### config.mk
export PLATFORM = sky130hd
export DESIGN_NAME = cfg_header_regs
export DESIGN_NICKNAME = d
export VERILOG_FILES = /design/src/core/cfg_header_pkg.sv /design/src/core/cfg_header_regs.sv
export SDC_FILE = /design/constraint.sdc
export NUM_CORES = 1
export LEC_CHECK = 0
export ABC_AREA = 1
export BUFFER_PORTS_ARGS = -buffer_cell sky130_fd_sc_hd__buf_4
export CORE_UTILIZATION = 45
export CTS_BUF_LIST = sky130_fd_sc_hd__clkbuf_4 sky130_fd_sc_hd__clkbuf_8
export DETAILED_ROUTE_END_ITERATION = 8
export PLACE_DENSITY = 0.76
export SYNTH_ARGS = -nofsm -noshare
export SYNTH_HDL_FRONTEND = slang
export SYNTH_SLANG_ARGS = --single-unit
### constraint.sdc
create_clock -name ref_clk -period 1.45 [get_ports ref_clk]
set_input_delay 0.0725 -clock ref_clk [delete_from_list [all_inputs] [get_ports ref_clk]]
set_output_delay 0.0725 -clock ref_clk [all_outputs]
set_load 0.01 [all_outputs]
### src/core/cfg_header_pkg.sv
package cfg_header_pkg;

   // Configuration dword indices
   localparam logic [5:0]  DW_CMD_STATUS     = 6'h01;
   localparam logic [5:0]  DW_REV_CLASS      = 6'h02;
   localparam logic [5:0]  DW_CLS_LT_HDR     = 6'h03;
   localparam logic [5:0]  DW_CAP_PTR        = 6'h0d;

   // Byte offsets of the registers
   localparam logic [7:0]  OFS_BUS_STATUS    = 8'h06;
   localparam logic [7:0]  OFS_REVISION      = 8'h08;
   localparam logic [7:0]  OFS_CLASS         = 8'h09;
   localparam logic [7:0]  OFS_CACHE_LINE    = 8'h0c;
   localparam logic [7:0]  OFS_LATENCY       = 8'h0d;
   localparam logic [7:0]  OFS_HEADER        = 8'h0e;
   localparam logic [7:0]  OFS_CAP_POINTER   = 8'h34;

   // Status field positions (within the 16-bit status word)
   localparam int          ST_FAST_BUS_BIT   = 5;
   localparam int          ST_CAP_LIST_BIT   = 4;
   localparam logic        FAST_BUS_CAPABLE  = 1'b0;
   localparam logic        CAP_LIST_PRESENT  = 1'b1;

   // Class code bytes
   localparam logic [7:0]  BASE_CLASS_SERIAL = 8'h0c;
   localparam logic [7:0]  SUB_CLASS_USB_HC  = 8'h03;
   localparam logic [7:0]  PROG_IF_FULL_LOW  = 8'h10;
   localparam logic [7:0]  PROG_IF_HIGH      = 8'h20;

   // Header type fields
   localparam int          HDR_MULTI_FN_BIT  = 7;
   localparam logic        MULTI_FN_RESET    = 1'b1;
   localparam logic [6:0]  HDR_LAYOUT_RESET  = 7'h00;

   localparam logic [7:0]  CAP_POINTER_VALUE = 8'hdc;
   localparam logic [7:0]  CLS_RESET         = 8'h00;
   localparam logic [7:0]  LT_RESET          = 8'h00;
   // Arbitrary revision value
   localparam logic [7:0]  REVISION_DEFAULT  = 8'h01;

   // Memory bus commands
   localparam logic [3:0]  CMD_MEM_READ      = 4'h6;
   localparam logic [3:0]  CMD_MEM_WRITE     = 4'h7;
   localparam logic [3:0]  CMD_READ_MULTIPLE = 4'hc;
   localparam logic [3:0]  CMD_READ_LINE     = 4'he;
   localparam logic [3:0]  CMD_WRITE_INVAL   = 4'hf;

   typedef struct packed {
      logic        valid;
      logic        write;
      logic [5:0]  dword;
      logic [3:0]  byte_en;
      logic [31:0] wdata;
   } cfg_req_s;

   typedef struct packed {
      logic        valid;
      logic        write;
      logic [7:0]  addr_dw;
      logic [7:0]  len_dw;
   } mst_req_s;

endpackage : cfg_header_pkg

### src/core/cfg_header_regs.sv
`timescale 1ns/100ps
`default_nettype none
module cfg_header_regs
   import cfg_header_pkg::*;
#(
   parameter logic [7:0] REVISION_ID = cfg_header_pkg::REVISION_DEFAULT
)
(
   input  wire logic                     ref_clk,         // Bus clock
   input  wire logic                     reset,           // Bus reset, active high
   input  wire logic                     hs_function_sel, // Strap: 1 for high-speed function
   input  wire cfg_header_pkg::cfg_req_s cfg_req,         // Configuration request
   output var  logic                     cfg_ack_r,       // Request done pulse
   output var  logic [31:0]              cfg_rdata_r,     // Read data
   input  wire cfg_header_pkg::mst_req_s mst_req,         // Master transfer request
   output var  logic                     mst_cmd_valid_r, // Command chosen pulse
   output var  logic [3:0]               mst_cmd_r,       // Chosen bus command
   input  wire logic                     mst_frame_start, // Master tenure begins
   input  wire logic                     mst_frame_end,   // Master tenure ends
   input  wire logic                     mst_gnt,         // Bus grant held
   output var  logic                     mst_quit_r,      // Tenure must end
   input  wire logic                     tgt_beat,        // Target burst data beat
   input  wire logic [7:0]               tgt_addr_dw,     // Target burst dword address
   output var  logic                     tgt_wrap_r       // Next beat wraps to line start
);
   import cfg_header_pkg::*;

   typedef enum logic [0:0] {T_IDLE, T_TENURE} tenure_e;

   logic    fn_hs_r;
   logic [7:0] cache_line_size_r;
   logic [7:0] master_latency_timer_r;
   logic [7:0] lat_cnt_r;
   logic [7:0] lat_cnt_nxt;
   tenure_e    tenure_r;
   tenure_e    tenure_nxt;

   // Read-only fields
   wire logic [7:0]  revision_identifier = REVISION_ID;
   wire logic [7:0]  base_class_byte     = BASE_CLASS_SERIAL;
   wire logic [7:0]  sub_class_byte      = SUB_CLASS_USB_HC;
   wire logic [7:0]  prog_interface_byte = fn_hs_r ? PROG_IF_HIGH : PROG_IF_FULL_LOW;
   wire logic        multi_function_flag = MULTI_FN_RESET;
   wire logic [6:0]  header_layout_code  = HDR_LAYOUT_RESET;
   wire logic        fast_bus_capable    = FAST_BUS_CAPABLE;
   wire logic        cap_list_present    = CAP_LIST_PRESENT;

   wire logic [15:0] bus_status = {10'h000, fast_bus_capable, cap_list_present, 4'h0};
   wire logic [23:0] function_class = {base_class_byte, sub_class_byte, prog_interface_byte};
   wire logic [7:0]  header_layout = {multi_function_flag, header_layout_code};

   // Read data per dword; unmapped dwords read zero
   wire logic [31:0] rd_status = {bus_status, 16'h0000};
   wire logic [31:0] rd_class  = {function_class, revision_identifier};
   wire logic [31:0] rd_hdr    = {8'h00, header_layout, master_latency_timer_r, cache_line_size_r};
   wire logic [31:0] rd_cap    = {24'h00_0000, CAP_POINTER_VALUE};
   wire logic [31:0] rd_mux    =
      (cfg_req.dword == DW_CMD_STATUS) ? rd_status :
      (cfg_req.dword == DW_REV_CLASS)  ? rd_class  :
      (cfg_req.dword == DW_CLS_LT_HDR) ? rd_hdr    :
      (cfg_req.dword == DW_CAP_PTR)    ? rd_cap    : 32'h0000_0000;

   // Only the two writable bytes respond to writes
   wire logic hit_hdr = cfg_req.valid && cfg_req.write && (cfg_req.dword == DW_CLS_LT_HDR);
   wire logic wr_cls  = hit_hdr && cfg_req.byte_en[0];
   wire logic wr_lt   = hit_hdr && cfg_req.byte_en[1];

   always_ff @(posedge ref_clk)
   begin
      if (reset)
      begin
         fn_hs_r                <= hs_function_sel;
         cache_line_size_r      <= CLS_RESET;
         master_latency_timer_r <= LT_RESET;
      end
      else
      begin
         if (wr_cls)
            cache_line_size_r <= cfg_req.wdata[7:0];
         if (wr_lt)
            master_latency_timer_r <= cfg_req.wdata[15:8];
      end
   end

   always_ff @(posedge ref_clk)
   begin
      if (reset)
      begin
         cfg_ack_r   <= 1'b0;
         cfg_rdata_r <= 32'h0000_0000;
      end
      else
      begin
         cfg_ack_r <= cfg_req.valid;
         if (cfg_req.valid && !cfg_req.write)
            cfg_rdata_r <= rd_mux;
      end
   end

   // Master command choice from the line size
   wire logic [7:0] line_mask  = cache_line_size_r - 8'h01;
   wire logic       cls_valid  = (cache_line_size_r != 8'h00);
   wire logic       line_align = ((mst_req.addr_dw & line_mask) == 8'h00);
   wire logic [3:0] read_cmd   =
      (!cls_valid || mst_req.len_dw <= 8'h01) ? CMD_MEM_READ :
      (mst_req.len_dw <= cache_line_size_r)  ? CMD_READ_LINE : CMD_READ_MULTIPLE;
   wire logic       mwi_ok     = cls_valid && line_align && (mst_req.len_dw == cache_line_size_r);
   wire logic [3:0] write_cmd  = mwi_ok ? CMD_WRITE_INVAL : CMD_MEM_WRITE;

   always_ff @(posedge ref_clk)
   begin
      if (reset)
      begin
         mst_cmd_valid_r <= 1'b0;
         mst_cmd_r       <= CMD_MEM_READ;
      end
      else
      begin
         mst_cmd_valid_r <= mst_req.valid;
         if (mst_req.valid)
            mst_cmd_r <= mst_req.write ? write_cmd : read_cmd;
      end
   end

   // Latency timer: loaded at tenure start, counts down each bus clock
   always_comb
   begin
      tenure_nxt  = tenure_r;
      lat_cnt_nxt = lat_cnt_r;
      case (tenure_r)
         T_IDLE:
         begin
            if (mst_frame_start)
            begin
               tenure_nxt  = T_TENURE;
               lat_cnt_nxt = master_latency_timer_r;
            end
         end
         T_TENURE:
         begin
            if (mst_frame_end)
               tenure_nxt = T_IDLE;
            else if (lat_cnt_r != 8'h00)
               lat_cnt_nxt = lat_cnt_r - 8'h01;
         end
         default:
            tenure_nxt = T_IDLE;
      endcase
   end

   wire logic lat_expired = (tenure_r == T_TENURE) && (lat_cnt_r == 8'h00) && !mst_frame_end;

   always_ff @(posedge ref_clk)
   begin
      if (reset)
      begin
         tenure_r   <= T_IDLE;
         lat_cnt_r  <= LT_RESET;
         mst_quit_r <= 1'b0;
      end
      else
      begin
         tenure_r   <= tenure_nxt;
         lat_cnt_r  <= lat_cnt_nxt;
         mst_quit_r <= lat_expired && !mst_gnt;
      end
   end

   // Wrap detection for cacheline-wrap bursts
   wire logic at_line_end = cls_valid && ((tgt_addr_dw & line_mask) == line_mask);

   always_ff @(posedge ref_clk)
   begin
      if (reset)
         tgt_wrap_r <= 1'b0;
      else
         tgt_wrap_r <= tgt_beat && at_line_end;
   end
endmodule : cfg_header_regs
`default_nettype wire

==> impl_metrics.yaml <==
critical_path:
  r2r_end: "mst_cmd_r[3]$_SDFFE_PP0P_"
  cpPeakStageDelay_ns: 0.36
  crit_top_cell: "nand3_1"
  cp_slowest_cell: "dfxtp_2"
  r2r_slack_ns: -0.01
  path_class: "flip-flop to flip-flop"
  rr_worst_depth: 10
  crit_path_start: "cache_line_size_r[1]$_SDFFE_PP0P_"
  cp_data_arrival_time_ns: 1.70
  cp-end-kind: "flip-flop"
  required_ns: 1.69
  worstReg2RegStart: "cache_line_size_r[1]$_SDFFE_PP0P_"
  cp_top_family: "simple AND/OR/NAND/NOR gates"
  path_buf_inv: 2
  critical_path.cell_chain: "inv_4 -> ha_4 -> inv_2 -> nand2_1 -> nand3_1 -> nor2_1 -> nand3_1 -> nor2_1 -> nand3_1 -> a21oi_1"
  critPathLaunchType: "flip-flop"
  worst-path-stages: 10
  critPathMaxFanout: 3
die:
  dieArea_um2: 6531
  die_y_um: 80.82
  die_x_um: 80.82
  core_um2: 5956
  start_util_pct: 46.93
  io_pins: 117
  rows: 28
grt:
  grt_first_pass_wirelength_mm: 11.80
  track_usage_pct: 23.44
  grt.overflow.total: 0
  antenna_found_initial: 0
  grt_max_degree: 42
  grt_pass1_vias: 2704
cells_and_area:
  multi_input_area_um2: 1642
  antenna_cells: 0
  seq_area_um2: 1061
  final_common_cell: "buf_4"
  fill_cells: 475
  layout_common_cells: "buf_4 (119), nand2_1 (58), nor2_1 (43), dfxtp_1 (43)"
  drive_gt1_share_pct: 40.20
  nets: 586
  final_area_um2: 4044
  syn2layout_area_growth_pct: 44.67
drt:
  drc: 0
  ant_nets: 0
  via_per_inst: 5.209
  dr_total_vias: 2995
  wl_per_cell_um: 14.14
  drtIter0Drc: 191
  drt_first_pass_iters: 5
  drt_wl_total_mm: 8.132
min_path:
  holdPathEnd: "tgt_wrap_r$_SDFF_PP0_"
  hp-start: "tgt_addr_dw[5]"
  hold_depth: 3
  worstHoldPathType: "primary input to flip-flop"
yosys:
  seq_area_frac_synth_pct: 37.60
  postSynthAreaPerCell_um2: 7.260
  synth.top_cell.area_share_pct: 36.53
  synth_cells: 385
  netlist_area_um2: 2795
  netlist_top_cells_area: "dfxtp_1 (37%), nand2_1 (8.3%), nor2_1 (6.6%)"
  synth-seq-cells: 52
  synth.largest_area_cell: "dfxtp_1"
  ys_types: 34
  ys.warnings.count: 0
cts:
  clk_pin_slew_ns: 0.09
  h-tree-depth: 2
  insertion_delay_ns: 0.30
  clock_path_buffers: 2
  cts_tree: "built"
  clockRootBuffer: "clkbuf_8"
  cts_made_buffers: 5
  clkSinkCount: 52
sta:
  fin_ws_ns: -0.01081
  skew_ns: 0.009948
  hold_viol_final: 0
  setup_viol: 1
  tns_ns: -0.01081
  holdWs_ns: 0.02581
  final.period_utilization_pct: 100.7
  timing.fmax_mhz: 684.6
  period_minus_slack_ns: 1.461
  rsz0062_at_grt: "true"
  slew_violations: 0
place:
  postPlaceCellArea_um2: 3623
  place_congestion: 0.8554
  pre_cts_ws_ns: -0.06317
  io_buffers: 87
  dpl.hpwl_mm: 5.680
pwr:
  powerDensity_nw_per_um2: 794.8
  power_mw: 3.214
  peakVddDrop_uv: 545.6
  cellLeakagePower_nw: 1.801
job:
  cap_violations: 0
run_status:
  status: "finished with violations"
  violations: "setup timing"
==> worst reg2reg max path, stage by stage (launching register included) <==
cell	delay (ns)
dfxtp_2	0.36
inv_4	0.06
ha_4	0.27
inv_2	0.03
nand2_1	0.04
nand3_1	0.07
nor2_1	0.14
nand3_1	0.10
nor2_1	0.10
nand3_1	0.10
a21oi_1	0.12
==> stage by stage <==
| step | cells | utilization (%) |
|---|---|---|
| 6_report | 575 | 67.90 |
| 5_1_grt | 575 | 67.90 |
| 4_1_cts | 571 | 65.15 |
| 3_5_place_dp | 556 | 60.84 |
| 3_3_place_gp | 556 | 60.84 |
| 2_1_floorplan | 394 | - |
==> worst max-delay path by stage <==
stage,end,slack (ns)
floorplan,lat_cnt_r[5]$_SDFFE_PP0P_,0.04
global placement,lat_cnt_r[6]$_SDFFE_PP0P_,-0.04
detailed placement,lat_cnt_r[5]$_SDFFE_PP0P_,-0.06
CTS,mst_cmd_r[3]$_SDFFE_PP0P_,0.01
global route,mst_cmd_r[1]$_SDFFE_PP1P_,-0.09
finish,mst_cmd_r[3]$_SDFFE_PP0P_,-0.01
==> area by class of cell <==
class / instances / area share (%)
inverters: 45 / 4.239
clock buffers: 5 / 1.702
well taps: 75 / 2.321
clock inverters: 3 / 1.052
repair buffers: 125 / 23.86
flip-flops and latches: 52 / 26.24
multi-input cells: 270 / 40.59
==> metal layers <==
metal	track usage (%)	share of wire [%]
met1	28.09	42
met5	0	0
met2	43.53	52
met3	3.034	5.8
met4	6.250	0.87
==> Yosys cell counts <==
| library cell | n |
|---|---|
| o22ai_1 | 1 |
| nand4_1 | 3 |
| a211oi_1 | 8 |
| inv_1 | 38 |
| conb_1 | 2 |
| a211oi_2 | 8 |
| dfxtp_1 | 51 |
| nand2_1 | 62 |
| a21oi_1 | 32 |
| buf_6 | 2 |
| nand4_2 | 1 |
| buf_2 | 1 |
| o21ai_0 | 24 |
| nor2_2 | 3 |
| a31oi_2 | 1 |
| nand4_4 | 1 |
| nand3_1 | 35 |
| nand3b_1 | 4 |
| buf_1 | 4 |
| nor3b_1 | 1 |
| nor4_1 | 1 |
| ha_1 | 10 |
| o2111ai_1 | 2 |
| nor2_4 | 2 |
| buf_4 | 14 |
| inv_2 | 7 |
| xor2_1 | 2 |
| nand2_2 | 1 |
| o21ai_1 | 5 |
| edfxtp_1 | 1 |
| nor2_1 | 49 |
| a22oi_1 | 1 |
| nor3_1 | 2 |
| clkbuf_1 | 6 |
==> cell families (layout without fill, tap and decap cells) <==
group / Yosys count / after routing / synth area share (%)
adders and majority gates: 10 / 10 / 4.476
DFF: 52 / 52 / 37.60
and+or+nand+nor: 165 / 165 / 26.68
AOI/OAI and AO/OA: 82 / 82 / 18.22
other: 2 / 11 / 0.2687
buffers and inverters: 72 / 178 / 12.13
xor gates and xnor gates: 2 / 2 / 0.6268
==> power by group <==
| group | internal, mW | switching (mW) | total [mW] |
|---|---|---|---|
| combinational | 0.347 | 0.364 | 0.711 |
| sequential | 1.48 | 0.0323 | 1.51 |
| clock | 0.511 | 0.482 | 0.993 |
==> sequential cells by signal (all words and copies together), names as in the netlist <==
signal                  count
mst_cmd_valid_r             1
master_latency_timer_r      8
cache_line_size_r           8
mst_quit_r                  1
fn_hs_r                     1
cfg_rdata_r                19
tenure_r                    1
lat_cnt_r                   8
tgt_wrap_r                  1
mst_cmd_r                   3
cfg_ack_r                   1
==> timing repair <==
action	CTS	global route
endpoints found under the hold margin	3	0
resized for setup	28	34
endpoints found under the setup margin	11	12
pin swaps	12	14
hold buffers	4	0
buffers inserted	3	4
(Power assumes the default switching activity.)
